==> src/hdl/vrc_pkg.sv <==
// Purpose: Constants and types for the voltage reference control block
// Assumes: APB with 32-bit data, one aligned word per register
// Notes: Register offsets are byte addresses
package vrc_pkg;

    // ------------------------------------------------------------
    // Register map
    // ------------------------------------------------------------
    localparam logic [11:0] VRC_OFS_FIXED_REF = 12'h000;
    localparam logic [11:0] VRC_OFS_LADDER_CTL = 12'h004;
    localparam logic [11:0] VRC_OFS_LEVEL = 12'h008;

    // ------------------------------------------------------------
    // Field positions
    // ------------------------------------------------------------
    localparam int VRC_FR_ENABLE_BIT = 7;
    localparam int VRC_FR_STABLE_BIT = 6;
    localparam int VRC_FR_GAIN_LSB = 4;
    localparam int VRC_LC_ENABLE_BIT = 7;
    localparam int VRC_LC_LPS_BIT = 6;
    localparam int VRC_LC_PIN_OE_BIT = 5;
    localparam int VRC_LC_POS_LSB = 2;
    localparam int VRC_LC_NEG_BIT = 0;

    // ------------------------------------------------------------
    // Reset values and write masks
    // ------------------------------------------------------------
    localparam logic [7:0] VRC_FIXED_REF_RESET = 8'h10;
    localparam logic [7:0] VRC_LADDER_CTL_RESET = 8'h00;
    localparam logic [7:0] VRC_LEVEL_RESET = 8'h00;
    localparam logic [7:0] VRC_FIXED_REF_WMASK = 8'hb0;
    localparam logic [7:0] VRC_LADDER_CTL_WMASK = 8'hed;
    localparam logic [7:0] VRC_LEVEL_WMASK = 8'h1f;

    // ------------------------------------------------------------
    // Timing
    // ------------------------------------------------------------
    localparam int VRC_CLK_MHZ = 100;
    localparam int VRC_SETTLE_US = 25;
    localparam int VRC_SETTLE_CYCLES = VRC_SETTLE_US * VRC_CLK_MHZ;

    // ------------------------------------------------------------
    // Encodings
    // ------------------------------------------------------------
    typedef enum logic [1:0]
    {
        VRC_GAIN_RSVD = 2'h0,
        VRC_GAIN_X1 = 2'h1,
        VRC_GAIN_X2 = 2'h2,
        VRC_GAIN_X4 = 2'h3
    } vrc_gain_t;

    typedef enum logic [1:0]
    {
        VRC_POS_SUPPLY = 2'h0,
        VRC_POS_EXT_PIN = 2'h1,
        VRC_POS_FIXED_REF = 2'h2,
        VRC_POS_RSVD = 2'h3
    } vrc_pos_src_t;

    typedef enum logic [1:0]
    {
        VRC_ST_OFF = 2'b00,
        VRC_ST_SETTLING = 2'b01,
        VRC_ST_STABLE = 2'b11
    } vrc_state_t;

endpackage : vrc_pkg

==> src/hdl/vrc_settle_timer.sv <==
// Purpose: Settling timer for the fixed reference
// Assumes: Synchronous active-low reset
// Notes: Stable flag drops at once when enable falls
`timescale 1ns/1ps
`default_nettype none
module vrc_settle_timer
    import vrc_pkg::*;
#(
    parameter int SETTLE_CYCLES = VRC_SETTLE_CYCLES
)
(
    input wire logic i_sys_clk,
    input wire logic i_reset_n,
    input wire logic i_enable,
    output logic o_stable
);

    // Elaboration check: count must fit the 16-bit counter
    if (SETTLE_CYCLES < 1 || SETTLE_CYCLES > 65535)
    begin : g_bad_settle
        $error("SETTLE_CYCLES out of range");
    end

    localparam logic [15:0] LAST = 16'(SETTLE_CYCLES - 1);

    vrc_state_t state;
    vrc_state_t next_state;
    logic [15:0] count;
    logic [15:0] next_count;
    wire logic at_end = (count == LAST);

    // ------------------------------------------------------------
    // Next state
    // ------------------------------------------------------------
    always_comb
    begin
        next_state = state;
        next_count = count;
        case (state)
            VRC_ST_OFF:
            begin
                next_count = 16'h0000;
                if (i_enable)
                    next_state = VRC_ST_SETTLING;
            end
            VRC_ST_SETTLING:
            begin
                next_count = count + 16'h0001;
                if (!i_enable)
                    next_state = VRC_ST_OFF;
                else if (at_end)
                    next_state = VRC_ST_STABLE;
            end
            VRC_ST_STABLE:
            begin
                if (!i_enable)
                    next_state = VRC_ST_OFF;
            end
            default:
            begin
                next_state = VRC_ST_OFF;
            end
        endcase
    end

    always_ff @(posedge i_sys_clk)
    begin
        if (!i_reset_n)
        begin
            state <= VRC_ST_OFF;
            count <= 16'h0000;
        end
        else
        begin
            state <= next_state;
            count <= next_count;
        end
    end

    // Flag clears with enable in same cycle
    assign o_stable = (state == VRC_ST_STABLE) && i_enable; // RQ16 RQ9

endmodule : vrc_settle_timer
`default_nettype wire

==> src/hdl/vrc_top.sv <==
// Purpose: Control for a 32-level ladder reference and a fixed reference
// Assumes: APB slave, 100 MHz clock, analog parts outside
// Notes: Level output is the stored code, forced to zero while the ladder is disabled
//
// Notes on behaviour
// RQ1 - Ladder current flows only while ladder enable is one.
// RQ2 - Enabled ladder gives negative plus span times code over 32.
// RQ3 - Disabled ladder outputs positive source if low-power bit set, else negative.
// RQ4 - Ladder reaches the reference pin only while pin output enable is one.
// RQ5 - Routed pin has driver and detector overridden and reads zero.
// RQ6 - Wake from sleep leaves ladder configuration unchanged.
// RQ7 - Reset disables ladder and fixed reference, unroutes pin, clears code.
// RQ8 - Fixed reference enable bit turns the fixed reference on or off.
// RQ9 - Read-only stable flag is one only after the fixed reference settles.
// RQ10 - Gain field: 01 x1, 10 x2, 11 x4, 00 reserved.
// RQ11 - Positive source: 00 supply, 01 external pin, 10 fixed reference.
// RQ12 - Negative source bit: zero ground, one external pin.
// RQ13 - Unimplemented register bits read as zero.
// RQ14 - Firmware waits for settling, may poll the stable flag.
// RQ15 - Firmware should disable the reference before sleep.
// RQ16 - Settling counter starts on enable, flag clears at once on disable.
// RQ17 - Gain resets to x1, all other register bits reset to zero.
`timescale 1ns/1ps
`default_nettype none
module vrc_top
    import vrc_pkg::*;
#(
    parameter int SETTLE_CYCLES = VRC_SETTLE_CYCLES
)
(
    input wire logic i_sys_clk,
    input wire logic i_reset_n,
    input wire logic i_psel,
    input wire logic i_penable,
    input wire logic i_pwrite,
    input wire logic [11:0] i_paddr,
    input wire logic [31:0] i_pwdata,
    input wire logic [3:0] i_pstrb,
    output logic o_pready,
    output logic [31:0] o_prdata,
    output logic o_pslverr,
    input wire logic i_sleep,
    input wire logic i_pin_digital_in,
    output logic o_ladder_enable,
    output logic [4:0] o_ladder_level_code,
    output logic o_ladder_low_power_state,
    output logic o_ladder_pin_output_enable,
    output logic [1:0] o_ladder_pos_source_select,
    output logic o_ladder_neg_source_select,
    output logic o_ladder_out_positive,
    output logic o_ladder_out_negative,
    output logic o_fixed_ref_enable,
    output logic [1:0] o_fixed_ref_gain_select,
    output logic [2:0] o_fixed_ref_gain_factor,
    output logic o_pin_digital_override,
    output logic o_pin_digital_read
);

    // ------------------------------------------------------------
    // Registers
    // ------------------------------------------------------------
    logic [7:0] fixed_reference_control;
    logic [7:0] ladder_control;
    logic [7:0] ladder_level_select;
    logic [7:0] next_fixed_reference_control;
    logic [7:0] next_ladder_control;
    logic [7:0] next_ladder_level_select;
    logic fixed_ref_stable;
    logic [31:0] next_prdata;

    // ------------------------------------------------------------
    // Address decode
    // ------------------------------------------------------------
    wire logic access = i_psel && i_penable;
    wire logic hit_fr = (i_paddr == VRC_OFS_FIXED_REF);
    wire logic hit_lc = (i_paddr == VRC_OFS_LADDER_CTL);
    wire logic hit_lv = (i_paddr == VRC_OFS_LEVEL);
    wire logic hit_any = hit_fr || hit_lc || hit_lv;
    wire logic wr_lane0 = access && i_pwrite && i_pstrb[0];

    function automatic logic [7:0] merge(input logic [7:0] old, input logic [7:0] wd,
                                         input logic [7:0] mask);
        merge = (old & ~mask) | (wd & mask);
    endfunction : merge

    // Reserved bits never stored, so they read zero
    assign next_fixed_reference_control = (wr_lane0 && hit_fr) ?
        merge(fixed_reference_control, i_pwdata[7:0], VRC_FIXED_REF_WMASK) :
        fixed_reference_control; // RQ13 RQ8 RQ10
    assign next_ladder_control = (wr_lane0 && hit_lc) ?
        merge(ladder_control, i_pwdata[7:0], VRC_LADDER_CTL_WMASK) :
        ladder_control; // RQ13
    assign next_ladder_level_select = (wr_lane0 && hit_lv) ?
        merge(ladder_level_select, i_pwdata[7:0], VRC_LEVEL_WMASK) :
        ladder_level_select; // RQ13

    // Stable flag inserted at read time, bit never stored
    wire logic [7:0] fr_read = {fixed_reference_control[7], fixed_ref_stable,
                                fixed_reference_control[5:0]}; // RQ9
    assign next_prdata = !hit_any ? 32'h0000_0000 :
        hit_fr ? {24'h00_0000, fr_read} :
        hit_lc ? {24'h00_0000, ladder_control} :
        {24'h00_0000, ladder_level_select};

    // Sleep and wake are not resets: contents only change on writes
    always_ff @(posedge i_sys_clk)
    begin
        if (!i_reset_n)
        begin
            fixed_reference_control <= VRC_FIXED_REF_RESET; // RQ7 RQ17
            ladder_control <= VRC_LADDER_CTL_RESET; // RQ7 RQ17
            ladder_level_select <= VRC_LEVEL_RESET; // RQ7 RQ17
            o_prdata <= 32'h0000_0000;
        end
        else
        begin
            fixed_reference_control <= next_fixed_reference_control; // RQ6
            ladder_control <= next_ladder_control; // RQ6
            ladder_level_select <= next_ladder_level_select; // RQ6
            if (i_psel && !i_penable && !i_pwrite)
                o_prdata <= next_prdata;
        end
    end

    // No wait state: read data registered in setup cycle
    assign o_pready = 1'b1;
    assign o_pslverr = access && !hit_any;

    // ------------------------------------------------------------
    // Fixed reference
    // ------------------------------------------------------------
    function automatic logic [2:0] gain_factor(input logic [1:0] sel);
        case (sel)
            VRC_GAIN_X1: gain_factor = 3'h1;
            VRC_GAIN_X2: gain_factor = 3'h2;
            VRC_GAIN_X4: gain_factor = 3'h4;
            default: gain_factor = 3'h0;
        endcase
    endfunction : gain_factor

    assign o_fixed_ref_enable = fixed_reference_control[VRC_FR_ENABLE_BIT]; // RQ8
    assign o_fixed_ref_gain_select = fixed_reference_control[VRC_FR_GAIN_LSB +: 2]; // RQ10
    assign o_fixed_ref_gain_factor = gain_factor(o_fixed_ref_gain_select); // RQ10

    vrc_settle_timer #(
        .SETTLE_CYCLES(SETTLE_CYCLES)
    ) u_settle (
        .i_sys_clk(i_sys_clk),
        .i_reset_n(i_reset_n),
        .i_enable(o_fixed_ref_enable),
        .o_stable(fixed_ref_stable)
    ); // RQ16

    // ------------------------------------------------------------
    // Ladder
    // ------------------------------------------------------------
    assign o_ladder_enable = ladder_control[VRC_LC_ENABLE_BIT]; // RQ1
    assign o_ladder_low_power_state = ladder_control[VRC_LC_LPS_BIT];
    assign o_ladder_pin_output_enable = ladder_control[VRC_LC_PIN_OE_BIT]; // RQ4
    assign o_ladder_pos_source_select = ladder_control[VRC_LC_POS_LSB +: 2]; // RQ11
    assign o_ladder_neg_source_select = ladder_control[VRC_LC_NEG_BIT]; // RQ12
    // Code passes to ladder only while enabled
    assign o_ladder_level_code = o_ladder_enable ? ladder_level_select[4:0] : 5'h00; // RQ2
    assign o_ladder_out_positive = !o_ladder_enable && o_ladder_low_power_state; // RQ3
    assign o_ladder_out_negative = !o_ladder_enable && !o_ladder_low_power_state; // RQ3

    // ------------------------------------------------------------
    // Pin override
    // ------------------------------------------------------------
    assign o_pin_digital_override = o_ladder_pin_output_enable; // RQ5
    assign o_pin_digital_read = o_ladder_pin_output_enable ? 1'b0 : i_pin_digital_in; // RQ5

    wire logic unused = i_sleep ^ (|i_pwdata[31:8]) ^ (|i_pstrb[3:1]);

endmodule : vrc_top
`default_nettype wire

==> config.mk <==
export PLATFORM = sky130hd
export DESIGN_NAME = vrc_top
export DESIGN_NICKNAME = d
export VERILOG_FILES = /design/src/hdl/vrc_pkg.sv /design/src/hdl/vrc_settle_timer.sv /design/src/hdl/vrc_top.sv
export SDC_FILE = /design/constraint.sdc
export NUM_CORES = 1
export LEC_CHECK = 0
export ABC_AREA = 1
export BUFFER_PORTS_ARGS = -buffer_cell sky130_fd_sc_hd__buf_2
export CAP_MARGIN = 30
export CORE_MARGIN = 3
export CORE_UTILIZATION = 40
export DETAILED_ROUTE_END_ITERATION = 6
export PLACE_DENSITY = 0.73
export SLEW_MARGIN = 15
export SYNTH_ARGS = -nofsm -noshare
export SYNTH_HDL_FRONTEND = slang
export SYNTH_SLANG_ARGS = --single-unit
==> constraint.sdc <==
create_clock -name i_sys_clk -period 1.3 [get_ports i_sys_clk]
set_input_delay 0.065 -clock i_sys_clk [delete_from_list [all_inputs] [get_ports i_sys_clk]]
set_output_delay 0.065 -clock i_sys_clk [all_outputs]
set_load 0.005 [all_outputs]
==> impl_metrics.csv <==
group,metric,value,unit
status,status,"completed",
synthesis,yosysTopAreaCell,"dfxtp_1",
clock_tree,insertion_delay,0.30,ns
min_path,hp-class,"input port to flip-flop",
sta,rsz0062_at_grt,"true",
critical_path,crit_top_cell,"nor2_1",
synthesis,synthArstFlopShare,0,
placed_design,place_hpwl,3950,µm
synthesis,synth-edff-count,0,
global_routing,use_met2,0.255,
synthesis,synth_compound_area_frac,0.139,
die,ios,110,
sta,fin_crit,1.29,ns
cells_and_area,area_growth,24.0,%
pwr,p_leak,1.29,nW
clock_tree,numCtsBuffers,5,
global_routing,grt_pass1_vias,1957,
clock_tree,clock-sinks,40,
synthesis,synth_top_family_by_area,"simple AND/OR/NAND/NOR gates",
global_routing,top_usage_layer,"met2",
die,die_y,81.5,µm
critical_path,reg2regPathDepth,8,
cells_and_area,drive_gt1_frac,0.338,
clock_tree,cts.clk_slew.worst_paths,0.09,ns
job,maxCapViolCount,0,
critical_path,crit_path_top_delay_cell,"dfxtp_2",
cells_and_area,fin_area,2830,µm²
sta,finClkSkew,0.0119,ns
synthesis,synthDominantCellAreaShare,0.351,
synthesis,netlist_instances,327,
clock_tree,cts.path.max_buffers,2,
clock_tree,htreeDepth,2,
synthesis,synthTopCellsByArea,"dfxtp_1 35%, nand2_1 11%, buf_4 8.9%, inv_1 8.1%, a21oi_1 5.3%",
pwr,ir_drop,0.689,mV
critical_path,reg2reg_from,"u_settle.count[0]",
critical_path,cpPeakStageDelay,0.36,ns
critical_path,reg2reg_slack,0.01,ns
global_routing,grt_max_degree,15,
sta,fmax,776,MHz
synthesis,yosysSeqAreaShare,0.351,
synthesis,postSynthAreaPerCell,6.97,µm²
synthesis,synthMuxAreaShare,0,
cells_and_area,nets,454,
critical_path,startpoint,"u_settle.count[0]",
sta,min_period_over_period,0.991,
global_routing,use_met1,0.198,
critical_path,endpoint,"u_settle.count[15]",
critical_path,path_cells,"buf_4 > nand3_2 > nor2_4 > nand2_2 > nor2_1 > nand3_1 > nor2_1 > nor2_1",
critical_path,path_class,"flip-flop to flip-flop",
synthesis,yosysUniqueCellTypes,33,
pwr,power.density,853,nW/µm²
clock_tree,postCtsHoldBufs,0,
critical_path,arrival,1.49,ns
detailed_routing,drtPass1Iterations,5,
detailed_routing,drtIter0Drc,84,
synthesis,synthSimpleGateAreaFrac,0.294,
sta,finalHoldViolations,0,
die,die-width,81.5,µm
placed_design,port_buffers,56,
clock_tree,cts_root_buffer,"clkbuf_8",
detailed_routing,ant_nets,0,
cells_and_area,antenna_cells,0,
critical_path,crit_family,"simple AND/OR/NAND/NOR gates",
sta,setup_viol,0,
critical_path,required,1.50,ns
synthesis,synth_warnings,0,
cells_and_area,layout_common_cells,"62 x nand2_1, 56 x buf_2, 49 x inv_1",
synthesis,syn_area,2280,µm²
critical_path,endpoint_kind,"flip-flop",
cells_and_area,finish.utilization,0.533,
critical_path,crit_fanout,2,
global_routing,overflow,0,
die,fp.coreArea,5300,µm²
synthesis,ys.flop_type,"dfxtp_1",
synthesis,synth_seq_cells,40,
die,rows,26,
detailed_routing,drc,0,
placed_design,postPlaceCellArea,2590,µm²
placed_design,globalplace.congestion,0.863,
global_routing,grtUsageMet3,0.0362,
detailed_routing,routed_wl,5220,µm
detailed_routing,vias_per_cell,4.68,
global_routing,grt_pass1_wl,8240,µm
critical_path,path_depth,8,
global_routing,grt_use_total,0.156,
detailed_routing,wl_per_cell,11.1,µm
clock_tree,cts_tree,"yes",
critical_path,crit_buf_inv,1,
cells_and_area,final_common_cell,"nand2_1",
global_routing,antenna_found_initial,0,
sta,slew_violations,0,
synthesis,synth-adder-area-share,0.00549,
critical_path,cp-start-kind,"flip-flop",
synthesis,synthXorXnorAreaFrac,0.0115,
die,start_util,0.430,
die,die_area,6640,µm²
critical_path,rr_endpoint,"u_settle.count[15]",
detailed_routing,vias,2194,
[area by class of cell]
class                   instances  area [µm²]
repair buffers                 73         408
well taps                      70        87.6
clock buffers                   5        68.8
fillers                       526        2480
clock inverters                 3        47.5
flip-flops and latches         40         813
multi-input cells             226        1200
inverters                      52         200
[per-stage QoR]
step                      power, W  hold slack [ns]  instances  setup slack [ns]   TNS, ns
final                      0.00241           0.0534        469            0.0118         0
after global routing       0.00251           0.0670        469           -0.0885    -0.314
after CTS                  0.00242           0.0484        467          -0.00632  -0.00632
after detailed placement   0.00138            0.360        458           -0.0564    -0.105
after global placement     0.00138            0.346        458          -0.00199  -0.00199
after floorplan            0.00138            0.197        350            0.0458         0
[how the worst min path moves through the flow]
stage	start	to	slack [ns]	depth (start not counted)
final	i_pwdata[2]	ladder_control[2]	0.05	3
after CTS	i_pwdata[6]	ladder_control[6]	0.05	3
after floorplan	i_pin_digital_in	o_pin_digital_read	0.20	2
after global placement	i_pwdata[6]	ladder_control[6]	0.35	3
after detailed placement	i_pwdata[6]	ladder_control[6]	0.36	3
after global routing	i_pwdata[0]	ladder_control[0]	0.07	3
[cell usage after synthesis, drive strengths merged, types with 2 or more instances]
cell type,count
clkinv,2
nand3,22
nand2,69
o21ai,20
conb,2
clkbuf,2
nor2,35
a21oi,32
buf,30
nand4,3
inv,50
nor3,11
dfxtp,40
xor2,3
[logic make-up (layout without fill, tap and decap cells)]
| logic type | after synthesis | in the layout |
|---|---|---|
| compound gates | 54 | 54 |
| xor+xnor | 3 | 3 |
| simple gates | 143 | 143 |
| buf+inv | 84 | 133 |
| other cells | 2 | 25 |
| fa+ha+maj | 1 | 1 |
| flops | 40 | 40 |
[tightest hold or removal path, delay by kind of cell]
family                 cells  cell delay [ns]
AOI/OAI and AO/OA          2             0.17
buffers and inverters      1             0.08
[where the power goes]
group | internal, W | switching, W
combinational | 0.0000500 | 0.0000834
clock | 0.000579 | 0.000478
sequential | 0.00122 | 0.0000000124
[registers in the layout (all words and copies together), names as in the netlist]
| register | cells |
|---|---|
| fixed_reference_control | 3 |
| ladder_control | 6 |
| ladder_level_select | 5 |
| o_prdata | 8 |
| u_settle.count | 16 |
| u_settle.state | 2 |
[routing by layer]
layer,share of wire,up-vias
met5,0,-
met1,0.43,987
met3,0.061,12
met2,0.48,72
li1,-,1123
met4,0.020,0
[repair_timing]
item | 4_1_cts | 5_1_grt
cloned | 0 | 0
endpoints found under the setup margin | 3 | 12
pin swaps | 2 | 5
resized for setup | 5 | 25
setup buffers | 1 | 2
Note: power is estimated with default switching activity, not from simulation.
